--- config.mk ---
export PLATFORM = sky130hd
export DESIGN_NAME = smoke_alarm_sequencer
export DESIGN_NICKNAME = d
export VERILOG_FILES = /design/src/smoke_pkg.sv /design/src/smoke_alarm_sequencer.sv
export VERILOG_INCLUDE_DIRS = /design/src
export SDC_FILE = /design/constraint.sdc
export NUM_CORES = 1
export LEC_CHECK = 0
export ABC_AREA = 1
export ABC_CLOCK_PERIOD_IN_PS = 3000
export BUFFER_PORTS_ARGS = -buffer_cell sky130_fd_sc_hd__buf_2
export CAP_MARGIN = 20
export CORE_UTILIZATION = 45
export CTS_BUF_LIST = sky130_fd_sc_hd__clkbuf_4
export CTS_CLUSTER_SIZE = 40
export DETAILED_ROUTE_END_ITERATION = 16
export REMOVE_ABC_BUFFERS = 1
export SYNTH_ARGS = -nofsm -noshare
export SYNTH_HDL_FRONTEND = slang
export SYNTH_SLANG_ARGS = --single-unit
--- constraint.sdc ---
create_clock -name clk -period 3 [get_ports clk]
set_input_delay 0.9 -clock clk [delete_from_list [all_inputs] [get_ports clk]]
set_output_delay 0.9 -clock clk [all_outputs]
set_load 0.01 [all_outputs]
--- src/smoke_regs.svh ---
`ifndef SMOKE_REGS_SVH
`define SMOKE_REGS_SVH
// Clock rate in kHz (40 MHz).
`define CLK_KHZ 40000
// Times in microseconds, as specified; the last three are plain counts.
`define STROBE_PERIOD_US 1670000
`define SENSE_ON_US 10000
`define ALARM_PERIOD_US 41670
`define BURST_US 500000
`define LONG_OFF_US 1500000
`define IO_DELAY_US 3000000
`define LED_ALARM_US 970000
`define LED_DIVIDE 24
`define BURSTS_PER_CYCLE 3
`define QUAL_CYCLES 2
// Derived cycle counts; the slow ones are defaults of top parameters.
`define SENSE_ON_CYC (`SENSE_ON_US * (`CLK_KHZ / 1000))
`define STROBE_CYC (`STROBE_PERIOD_US * (`CLK_KHZ / 1000))
`define ALARM_CYC (`ALARM_PERIOD_US * (`CLK_KHZ / 1000))
`define BURST_CYC (`BURST_US * (`CLK_KHZ / 1000))
`define LONG_OFF_CYC (`LONG_OFF_US * (`CLK_KHZ / 1000))
`define IO_DELAY_CYC (`IO_DELAY_US * (`CLK_KHZ / 1000))
`define LED_ALARM_CYC (`LED_ALARM_US * (`CLK_KHZ / 1000))
`endif

--- src/smoke_pkg.sv ---
package smoke_pkg;
  typedef enum logic [3:0] {
    horn_idle = 4'h1,
    horn_on = 4'h2,
    horn_off = 4'h4,
    horn_long_off = 4'h8
  } horn_state_t;

  // Latched comparator results.
  typedef struct packed {
    logic smoke;
    logic low_batt;
  } sense_t;
endpackage : smoke_pkg

--- src/smoke_alarm_sequencer.sv ---
// Functional notes
// - Idle: strobe every 1.67 s, sensing powered for 10 ms each strobe.
// - Every 24 strobes pulse LED and sample low battery during it.
// - Detector below threshold is smoke; hysteresis asserted while smoke holds.
// - Local smoke: strobe period becomes fast, horn enabled.
// - Horn: three 0.5 s bursts, 0.5/0.5/1.5 s silences, repeat.
// - Smoke rechecked in silences; horn stops when smoke gone.
// - During smoke, no low-battery alarm; LED pulses about once a second.
// - Local smoke drives interconnect high after 3 s.
// - Interconnect high from another unit speeds strobe at once.
// - Remote alarm needs line high rest of cycle plus two cycles.
// - Line low during qualification clears latch, no alarm.
// - LED pulses suppressed during a remote alarm.
// - Local alarm makes the device ignore the interconnect input.
// - All counters reset on power-up.
// - Test straps low at power-up: horn A follows low-battery comparator.
// - Sensing strobe stays 10 ms even under accelerated clock.
`timescale 1ns/1ps
`include "smoke_regs.svh"
module smoke_alarm_sequencer #(
  parameter int unsigned STROBE_CYC = `STROBE_CYC,
  parameter int unsigned SENSE_CYC = `SENSE_ON_CYC,
  parameter int unsigned ALARM_CYC = `ALARM_CYC,
  parameter int unsigned BURST_CYC = `BURST_CYC,
  parameter int unsigned LONG_OFF_CYC = `LONG_OFF_CYC,
  parameter int unsigned IO_DELAY_CYC = `IO_DELAY_CYC,
  parameter int unsigned LED_ALARM_CYC = `LED_ALARM_CYC
) (
  // Clock and reset
  input wire logic clk,
  input wire logic resetn,
  // Analog comparator results (pins, asynchronous)
  input wire logic smoke_cmp,
  input wire logic low_batt_cmp,
  // Test straps and accelerated clock
  input wire logic horn_input_a,
  input wire logic timing_cap_node,
  // Interconnect line
  input wire logic io_in,
  output logic io_out,
  output logic io_oe,
  // Outputs to analog and loads
  output logic sense_power,
  output logic hysteresis_en,
  output logic led,
  output logic horn_drive_a,
  output logic horn_drive_b
);
  localparam int CW = 27;

  // Three-stage synchronisers; a change counts once stages 2 and 3 agree.
  logic [4:0] s1, s2, s3, filt;
  always_ff @(posedge clk or negedge resetn) begin
    if (!resetn) begin
      s1 <= 5'h00;
      s2 <= 5'h00;
      s3 <= 5'h00;
    end else begin
      s1 <= {timing_cap_node, horn_input_a, io_in, low_batt_cmp, smoke_cmp};
      s2 <= s1;
      s3 <= s2;
    end
  end
  genvar g;
  generate
    for (g = 0; g < 5; g++) begin : g_filt
      always_ff @(posedge clk or negedge resetn) begin
        if (!resetn) filt[g] <= 1'b0;
        else if (s2[g] == s3[g]) filt[g] <= s3[g];
      end
    end
  endgenerate
  wire smoke_raw = filt[0];
  wire batt_raw = filt[1];
  wire line_in = filt[2];
  wire strap_a = filt[3];
  wire cap_in = filt[4];

  // Straps are caught a few cycles after reset release.
  logic [2:0] boot_cnt;
  logic test_mode, accel, cap_d;
  always_ff @(posedge clk or negedge resetn) begin
    if (!resetn) begin
      boot_cnt <= 3'h0;
      test_mode <= 1'b0;
      accel <= 1'b0;
      cap_d <= 1'b0;
    end else begin
      cap_d <= cap_in;
      if (boot_cnt != 3'h7) boot_cnt <= boot_cnt + 3'h1;
      if (boot_cnt == 3'h6) test_mode <= !strap_a && !cap_in;
      // Any edge on the timing node marks accelerated test clocking.
      // Edges are watched only once the synchronisers have settled, so a
      // high strap level is not taken for a test clock edge after reset.
      if (boot_cnt == 3'h7 && cap_in != cap_d) accel <= 1'b1;
    end
  end

  logic local_alarm, remote_alarm, remote_fast;
  logic [CW-1:0] period_cnt;
  logic strobe;
  wire fast = local_alarm || remote_alarm || remote_fast;
  wire [CW-1:0] period_max =
    fast ? CW'(ALARM_CYC - 1) : CW'(STROBE_CYC - 1);

  // Strobe oscillator; a rising edge on the timing node replaces it.
  always_ff @(posedge clk or negedge resetn) begin
    if (!resetn) begin
      period_cnt <= '0;
      strobe <= 1'b0;
    end else if (accel) begin
      strobe <= cap_in && !cap_d;
      period_cnt <= '0;
    end else if (period_cnt >= period_max) begin
      period_cnt <= '0;
      strobe <= 1'b1;
    end else begin
      period_cnt <= period_cnt + CW'(1);
      strobe <= 1'b0;
    end
  end

  // Sensing window is timed on clk, so acceleration cannot shorten it.
  logic [CW-1:0] sense_cnt;
  smoke_pkg::sense_t sensed;
  always_ff @(posedge clk or negedge resetn) begin
    if (!resetn) begin
      sense_cnt <= '0;
      sense_power <= 1'b0;
      sensed <= '0;
    end else if (strobe && !sense_power) begin
      sense_power <= 1'b1;
      sense_cnt <= '0;
    end else if (sense_power) begin
      if (sense_cnt == CW'(SENSE_CYC - 1)) begin
        sense_power <= 1'b0;
        sensed.smoke <= smoke_raw;
        if (led) sensed.low_batt <= batt_raw;
      end else begin
        sense_cnt <= sense_cnt + CW'(1);
      end
    end
  end

  always_ff @(posedge clk or negedge resetn) begin
    if (!resetn) hysteresis_en <= 1'b0;
    else hysteresis_en <= sensed.smoke;
  end

  // Horn temporal pattern.
  smoke_pkg::horn_state_t hstate;
  logic [CW-1:0] horn_cnt;
  logic [1:0] burst_no;
  wire alarm_any = sensed.smoke || remote_alarm;
  // Low-battery chirp rides on the standby LED pulse; any alarm mutes it.
  wire chirp = led && sensed.low_batt && !alarm_any;
  always_ff @(posedge clk or negedge resetn) begin
    if (!resetn) begin
      hstate <= smoke_pkg::horn_idle;
      horn_cnt <= '0;
      burst_no <= 2'h0;
    end else begin
      case (hstate)
        smoke_pkg::horn_idle: begin
          horn_cnt <= '0;
          burst_no <= 2'h0;
          if (alarm_any) hstate <= smoke_pkg::horn_on;
        end
        smoke_pkg::horn_on: begin
          if (horn_cnt == CW'(BURST_CYC - 1)) begin
            horn_cnt <= '0;
            if (burst_no == 2'(`BURSTS_PER_CYCLE - 1)) begin
              hstate <= smoke_pkg::horn_long_off;
              burst_no <= 2'h0;
            end else begin
              hstate <= smoke_pkg::horn_off;
              burst_no <= burst_no + 2'h1;
            end
          end else begin
            horn_cnt <= horn_cnt + CW'(1);
          end
        end
        smoke_pkg::horn_off: begin
          if (!alarm_any) begin
            hstate <= smoke_pkg::horn_idle;
          end else if (horn_cnt == CW'(BURST_CYC - 1)) begin
            horn_cnt <= '0;
            hstate <= smoke_pkg::horn_on;
          end else begin
            horn_cnt <= horn_cnt + CW'(1);
          end
        end
        smoke_pkg::horn_long_off: begin
          if (!alarm_any) begin
            hstate <= smoke_pkg::horn_idle;
          end else if (horn_cnt == CW'(LONG_OFF_CYC - 1)) begin
            horn_cnt <= '0;
            hstate <= smoke_pkg::horn_on;
          end else begin
            horn_cnt <= horn_cnt + CW'(1);
          end
        end
        default: hstate <= smoke_pkg::horn_idle;
      endcase
    end
  end

  always_ff @(posedge clk or negedge resetn) begin
    if (!resetn) begin
      horn_drive_a <= 1'b0;
      horn_drive_b <= 1'b0;
    end else if (test_mode) begin
      horn_drive_a <= batt_raw;
      horn_drive_b <= 1'b0;
    end else begin
      horn_drive_a <= hstate == smoke_pkg::horn_on || chirp;
      horn_drive_b <= !(hstate == smoke_pkg::horn_on || chirp);
    end
  end

  always_ff @(posedge clk or negedge resetn) begin
    if (!resetn) local_alarm <= 1'b0;
    else local_alarm <= sensed.smoke;
  end

  // Interconnect drive after 3 s of local smoke.
  logic [CW-1:0] io_cnt;
  always_ff @(posedge clk or negedge resetn) begin
    if (!resetn) begin
      io_cnt <= '0;
      io_out <= 1'b0;
      io_oe <= 1'b0;
    end else if (!sensed.smoke) begin
      io_cnt <= '0;
      io_out <= 1'b0;
      io_oe <= 1'b0;
    end else if (io_cnt == CW'(IO_DELAY_CYC - 1)) begin
      io_out <= 1'b1;
      io_oe <= 1'b1;
    end else begin
      io_cnt <= io_cnt + CW'(1);
    end
  end

  // Remote qualification: rest of the fast cycle plus two more strobes.
  logic [1:0] qual_cnt;
  wire line_ok = line_in && !sensed.smoke && !io_oe;
  always_ff @(posedge clk or negedge resetn) begin
    if (!resetn) begin
      remote_fast <= 1'b0;
      qual_cnt <= 2'h0;
      remote_alarm <= 1'b0;
    end else if (!line_ok) begin
      remote_fast <= 1'b0;
      qual_cnt <= 2'h0;
      remote_alarm <= 1'b0;
    end else begin
      remote_fast <= 1'b1;
      if (strobe && !remote_alarm) begin
        if (qual_cnt == 2'(`QUAL_CYCLES)) remote_alarm <= 1'b1;
        else qual_cnt <= qual_cnt + 2'h1;
      end
    end
  end

  // LED scheduling.
  logic [4:0] led_div;
  logic [CW-1:0] led_cnt;
  logic led_req;
  always_ff @(posedge clk or negedge resetn) begin
    if (!resetn) begin
      led_div <= 5'h00;
      led_cnt <= '0;
      led_req <= 1'b0;
    end else begin
      led_req <= 1'b0;
      if (sensed.smoke) begin
        led_div <= 5'h00;
        if (led_cnt >= CW'(LED_ALARM_CYC - 1)) begin
          led_cnt <= '0;
          led_req <= 1'b1;
        end else begin
          led_cnt <= led_cnt + CW'(1);
        end
      end else if (strobe) begin
        led_cnt <= '0;
        if (led_div == 5'(`LED_DIVIDE - 1)) begin
          led_div <= 5'h00;
          led_req <= 1'b1;
        end else begin
          led_div <= led_div + 5'h01;
        end
      end
    end
  end

  logic [CW-1:0] led_on_cnt;
  always_ff @(posedge clk or negedge resetn) begin
    if (!resetn) begin
      led <= 1'b0;
      led_on_cnt <= '0;
    end else if (led_req && !(remote_alarm && !sensed.smoke)) begin
      led <= 1'b1;
      led_on_cnt <= '0;
    end else if (led) begin
      if (led_on_cnt == CW'(SENSE_CYC - 1)) led <= 1'b0;
      else led_on_cnt <= led_on_cnt + CW'(1);
    end
  end
endmodule : smoke_alarm_sequencer

==> results of run 1 <==
[layer usage]
layer	up-vias	part of all wire, %	wire, µm
met2	292	46	13900
met3	49	5.4	1650
met5	-	0	0
met4	0	1.6	482
li1	5807	-	-
met1	5283	47	14500
[power by group]
group	internal [W]	switching, W
combinational	0.000344	0.000890
clock	0.00130	0.00123
sequential	0.00304	0.000162
[cells by family after synthesis]
logic type      after synthesis  share of synthesized area [%]
buf+inv                     240                           7.68
flops                       213                           41.6
simple gates               1060                           37.0
xor+xnor                     60                           4.10
fa+ha+maj                    29                           2.73
compound gates              148                           6.97
[through the flow]
step | instance area (µm²) | setup slack, ns | total power [W] | std cells | util [%]
CTS | 14000 | 0.476 | 0.00709 | 2232 | 50.3
finish | 14000 | 0.511 | 0.00697 | 2233 | 50.3
detailed placement | 13300 | 0.489 | 0.00450 | 2130 | 47.7
global placement | 13300 | 0.557 | 0.00448 | 2130 | 47.7
global route | 14000 | 0.220 | 0.00744 | 2233 | 50.3
floorplan | 12600 | 0.618 | 0.00401 | 1724 | -
[sequential cells by signal (all words and copies together) (netlist names), 3 cells and up]
signal / cells
io_cnt: 27
s2: 5
led_on_cnt: 27
s1: 5
s3: 5
boot_cnt: 3
led_cnt: 27
hstate: 4
horn_cnt: 27
period_cnt: 27
led_div: 5
sense_cnt: 27
[worst reg2reg max path, stage by stage (launching register included)]
cell	delay, ns
dfrtp_1	0.41
nor3_1	0.30
inv_1	0.23
ha_1	0.39
nand4_1	0.13
or2_2	0.29
nand2_1	0.07
nand3b_1	0.14
nor2_4	0.09
inv_4	0.23
nor2_1	0.07
[cell usage in the layout (no fill, tap or decap), drive strengths merged, types with 5 or more instances in the layout]
cell	synthesis	layout
nor2	269	269
nand3b	6	6
ha	24	24
nand4	61	61
xnor2	14	14
xor2	46	46
nor3	67	67
clkinv	0	14
buf	23	28
o21ai	81	81
dfrtp	212	212
a21oi	39	39
inv	214	215
nand2	501	501
maj3	5	5
clkbuf	3	86
nand3	146	146
[final timing paths]
check / from / endpoint / slack, ns / cells past startpoint
worst max register to register: remote_alarm / period_cnt[7] / 0.51 / 10
max in group asynchronous: resetn / led_on_cnt[13] / 2.19 / 2
worst min register to register: s1[4] / s2[4] / 0.34 / 0
worst max-delay path: remote_alarm / period_cnt[7] / 0.51 / 10
worst min-delay path: resetn / horn_cnt[21] / 0.10 / 1
min in group clk: smoke_cmp / s1[0] / 0.29 / 1
[area by class of cell]
class                      instances  area (µm²)  area share [%]
multi-input combinational       1297        6510            46.3
sequential                       213        5330            38.0
inverter                         214         806            5.74
clock buffer                      86         646            4.60
tap                              378         473            3.37
timing repair buffer              28         213            1.51
clock inverter                    16        66.3           0.472
antenna                            1        2.50          0.0178
==> key figures, run 1 <==
Placement
  • PortBufs: 13
  • Final HPWL DP: 21.8 mm
  • Gp weighted congestion: 0.948

STA
  • Worst slew margin: 49.9%
  • Max Slew Vio Count: 0
  • Max Fclk: 402 MHz
  • Tmin final: 2.49 ns
  • Fin Hold WS: 0.103 ns
  • Worst slew pin tran: 0.750 ns
  • Setup Skew: 0.0474 ns
  • Fin. Hold Viols: 0
  • Unrepaired setup endpoints after global routing: no
  • Total negative slack: 0 ns
  • Final period util: 83.0%
  • Endpoints failing setup: 0

Die
  • Ports: 14
  • Die area: 0.0292 mm²
  • Rows: 61
  • Starting Density: 45.9%
  • Die X: 171 µm
  • Core ar.: 0.0279 mm²
  • Die height: 171 µm

Clock network
  • CTS max path bufs: 3
  • Worst-path clk slew: 0.07 ns
  • Later-pin clock latency in the skew report: 0.73 ns
  • # resized after CTS: 0
  • CTS buffer count: 59
  • Root Driver: clkbuf_4
  • CTS tree: yes
  • H-tree levels: 2
  • Clk sinks: 213
  • Cts hold-fix bufs: 0
  • Post-CTS Setup Repair Bufs: 0

Route
  • Post-route ant nets: 0
  • Post-Route WL: 30.5 mm
  • Via count: 11,400
  • Vias per inst: 5.12
  • Initial DRC count: 729
  • TritonRoute pass-1 iters: 5
  • Routed wire per std cell: 13.7 µm
  • DRC: 0

Global route
  • Met2 Resource Use GR: 35.9%
  • Pin count of the biggest net entering global routing: 60
  • Total track usage: 22.2%
  • First-pass GRT wire length: 52.6 mm
  • GRT met3 Usage: 3.79%
  • Initial antenna violation count: 1
  • Vias in the first global route: 11,100
  • GR peak layer: met2
  • Met1 GRT Util: 30.3%
  • GRT overflow: 0

Outcome
  • Outcome: complete, no violations

Logic synthesis
  • Yosys warns: 0
  • Count of cell types in the netlist: 52
  • Post-synth top area share: 41.4%
  • Avg Inst Size Synth: 7.33 µm²
  • Synthesized flop and latch total: 213
  • Ys flop type: dfrtp_1
  • Mapped cell area: 0.0128 mm²
  • EDFF count, synth: 0
  • Sequential-to-total area share from yosys stat: 41.6%
  • Syn Inst Count: 1,750
  • Synth top cells by count: 485 x nand2_1, 234 x nor2_1, 212 x dfrtp_1, 204 x inv_1, 138 x nand3_1
  • Synth top area cells: dfrtp_1 41%, nand2_1 14%, nor2_1 6.8%
  • Post-synth top area cell: dfrtp_1
  • Asr flop ratio synth: 100%
  • Top-count cell post-synth: nand2_1

Layout
  • Fin nets: 1,844
  • Area growth, synth to finish: 9.52%
  • Layout cells sized above 1: 12.0%
  • Layout filler cell count: 2,874

Critical path
  • Crit-path max FO: 19
  • Worst stage delay on the critical path: 0.41 ns
  • Critical-path top delay cell: dfrtp_1
  • Buffers & Inverters on Critical Path: 2
  • Startpoint types: flop
  • Crit Path Class: reg -> reg
  • CP delay by family, top: simple AND/OR/NAND/NOR gates
  • Worst setup EP type: flop
  • Crit path DAT: 3.06 ns
  • Cells along the critical path: nor3_1 > inv_1 > ha_1 > nand4_1 > or2_2 > nand2_1 > nand3b_1 > nor2_4 > inv_4 > nor2_1
  • Worst Path Required: 3.57 ns

Run
  • Total of max-cap violations: 0

Worst hold path
  • Hold Path Class: in -> async

Power
  • IR drop worst, VDD: 0.359 mV
  • Static leakage: 6.47 nW
  • P per Cell Area: 496 mW/mm²
Note: power is estimated with default switching activity, not from simulation.
==> run 2: changes to the inputs <==
- ABC_AREA: 1 -> 0
- ABC_CLOCK_PERIOD_IN_PS: 3000 -> 2350
- clock period: 3 -> 2.35 ns (I/O delays scaled with it)
==> run 2 against run 1 <==
  * The flow now finishes with violations (setup timing)
  * First-iteration DRC count down 37%
  * Hold slack better by 0.028 ns
  * Sequential power rose by 23%
  * Global-route usage decreased by 2.5 points
  * Wire length shrank 24%
  * Clock power grew 29%
  * Non-clock buffer count grew 55
  * Critical endpoint is now period_cnt[8]
==> key figures, run 2 <==
Route
  • Vias per inst: 5.40
  • Initial DRC count: 462
  • DRC: 0
  • Post-Route WL: 23.1 mm
  • TritonRoute pass-1 iters: 5
  • Via count: 8,526
  • Post-route ant nets: 0
  • Routed wire per std cell: 14.6 µm

Critical path
  • Worst setup EP type: flop
  • Crit Path Class: reg -> reg
  • Crit path DAT: 2.95 ns
  • Cells along the critical path: or3_4 > ha_1 > nand4b_1 > nor4_4 > o2111ai_2 > o2111ai_4 > buf_6 > nor2_2
  • Worst stage delay on the critical path: 0.46 ns
  • Startpoint types: flop
  • Critical-path top delay cell: or3_4
  • Crit-path max FO: 7
  • Worst Path Required: 2.89 ns

Clock network
  • Worst-path clk slew: 0.06 ns
  • CTS max path bufs: 3
  • CTS buffer count: 57
  • CTS tree: yes
  • Later-pin clock latency in the skew report: 0.68 ns
  • Clk sinks: 213
  • H-tree levels: 2
  • Root Driver: clkbuf_4

Placement
  • PortBufs: 13
  • Gp weighted congestion: 0.838
  • Placed Cells: 1,472
  • Post-DP Area: 0.0116 mm²
  • Pre-CTS setup slack: -0.291 ns
  • Final HPWL DP: 15.4 mm

Logic synthesis
  • Synthesized flop and latch total: 213
  • Synth top cells by count: 212 x dfrtp_1, 126 x nor2_1, 106 x nand2_1, 94 x nand3_1, 63 x xor2_1
  • Sequential-to-total area share from yosys stat: 49.4%
  • Post-synth top area share: 49.2%
  • Count of cell types in the netlist: 65
  • Syn Inst Count: 1,114
  • Top-count cell post-synth: dfrtp_1
  • Post-synth top area cell: dfrtp_1
  • Ys flop type: dfrtp_1
  • Asr flop ratio synth: 100%
  • Mapped cell area: 0.0108 mm²
  • Yosys warns: 0
  • Synth top area cells: dfrtp_1 49%, xor2_1 5.1%, nor2_1 4.4%
  • Avg Inst Size Synth: 9.68 µm²
  • EDFF count, synth: 0

Global route
  • First-pass GRT wire length: 39.6 mm
  • Initial antenna violation count: 1
  • Total track usage: 19.6%
  • Vias in the first global route: 8,277
  • Pin count of the biggest net entering global routing: 54
  • GRT overflow: 0

Power
  • Static leakage: 5.48 nW
  • IR drop worst, VDD: 0.351 mV
  • P per Cell Area: 628 mW/mm²

STA
  • Max Slew Vio Count: 0
  • Worst slew pin tran: 0.638 ns
  • Tmin final: 2.41 ns
  • Fin Hold WS: 0.132 ns
  • Final period util: 103%
  • Total negative slack: -1.10 ns
  • Setup Skew: 0.0420 ns
  • Post-route setup slack: -0.0594 ns
  • Fin. Hold Viols: 0
  • Worst slew margin: 57.3%
  • Max Fclk: 415 MHz
  • Unrepaired setup endpoints after global routing: yes
  • Endpoints failing setup: 28

Die
  • Core ar.: 0.0235 mm²
  • Die X: 157 µm
  • Rows: 56
  • Ports: 14
  • Die height: 157 µm
  • Starting Density: 45.9%
  • Die area: 0.0246 mm²

Layout
  • Most common cell after layout, fill and taps aside: dfrtp_1
  • Commonest cells after routing, fill and taps aside: 212 x dfrtp_1, 110 x nor2_1, 106 x nand2_1, 94 x nand3_1, 84 x clkbuf_4
  • Fin nets: 1,248
  • Layout cells sized above 1: 18.5%
  • Area growth, synth to finish: 17.2%
  • Non-Filler Instances: 1,580
  • Final Cell Area: 0.0126 mm²

Run
  • Total of max-cap violations: 0

Worst hold path
  • Hold Path Class: in -> reg

Outcome
  • Outcome: complete, but fails checks
  • Failing checks: setup timing
## run 2: report_power, final
part	switching, W	internal (W)
logic	0.000442	0.000279
clock network	0.00153	0.00174
registers	0.000141	0.00381
total	0.00211	0.00583
## run 2: metal layers
layer	vias up	routed length (µm)	GRT usage, %
li1	4260	-	-
met1	4084	11200	26.7
met2	139	10600	31.1
met3	43	882	3.71
met4	0	478	7.28
met5	-	0	0
## run 2: what timing repair did
action                                 CTS  global route
endpoints found under the hold margin   48             0
gates resized for setup                 30            21
setup endpoints to repair               29            56
pin swaps                               20             3
hold buffers                             1             0
gates cloned                             1             0
setup buffers                            1             2
## run 2: area by class of cell
class	instances	area [µm²]
Fill cell	2199	10800
Timing Repair Buffer	83	684
Clock inverter	18	95.1
Sequential cell	213	5330
Antenna cell	1	2.50
Multi-Input combinational cell	833	5390
Clock buffer	84	631
Tap cell	319	399
Inverter	29	109
## run 2: path summary, 6_finish.rpt
kind	start	end	slack, ns	cells past startpoint
worst max-delay path	remote_fast	period_cnt[8]	-0.06	8
worst min-delay path	horn_input_a	s1[3]	0.13	1
worst max register to register	remote_fast	period_cnt[8]	-0.06	8
worst min register to register	s1[3]	s2[3]	0.35	0
max in group asynchronous	resetn	hstate[0]	1.17	3
min in group asynchronous	resetn	period_cnt[7]	0.57	2
## run 2: per-stage QoR
step           power [W]  util, %
2_1_floorplan    0.00438        -
3_3_place_gp     0.00469     49.6
3_5_place_dp     0.00472     49.6
4_1_cts          0.00808     53.4
5_1_grt          0.00839     53.8
6_report         0.00794     53.8
## run 2: critical path, delay by kind of cell, from the launching register on
family | cells | cell delay (ns)
simple gates | 4 | 1.03
compound gates | 2 | 0.39
flops | 1 | 0.36
fa+ha+maj | 1 | 0.32
buf+inv | 1 | 0.20
## run 2: logic make-up after synthesis
logic type	count (synthesis)	share of synthesized area, %
xor+xnor	89	7.23
buf+inv	68	2.75
flops	213	49.4
compound gates	176	10.6
fa+ha+maj	29	3.25
mux	14	1.32
simple gates	525	25.4
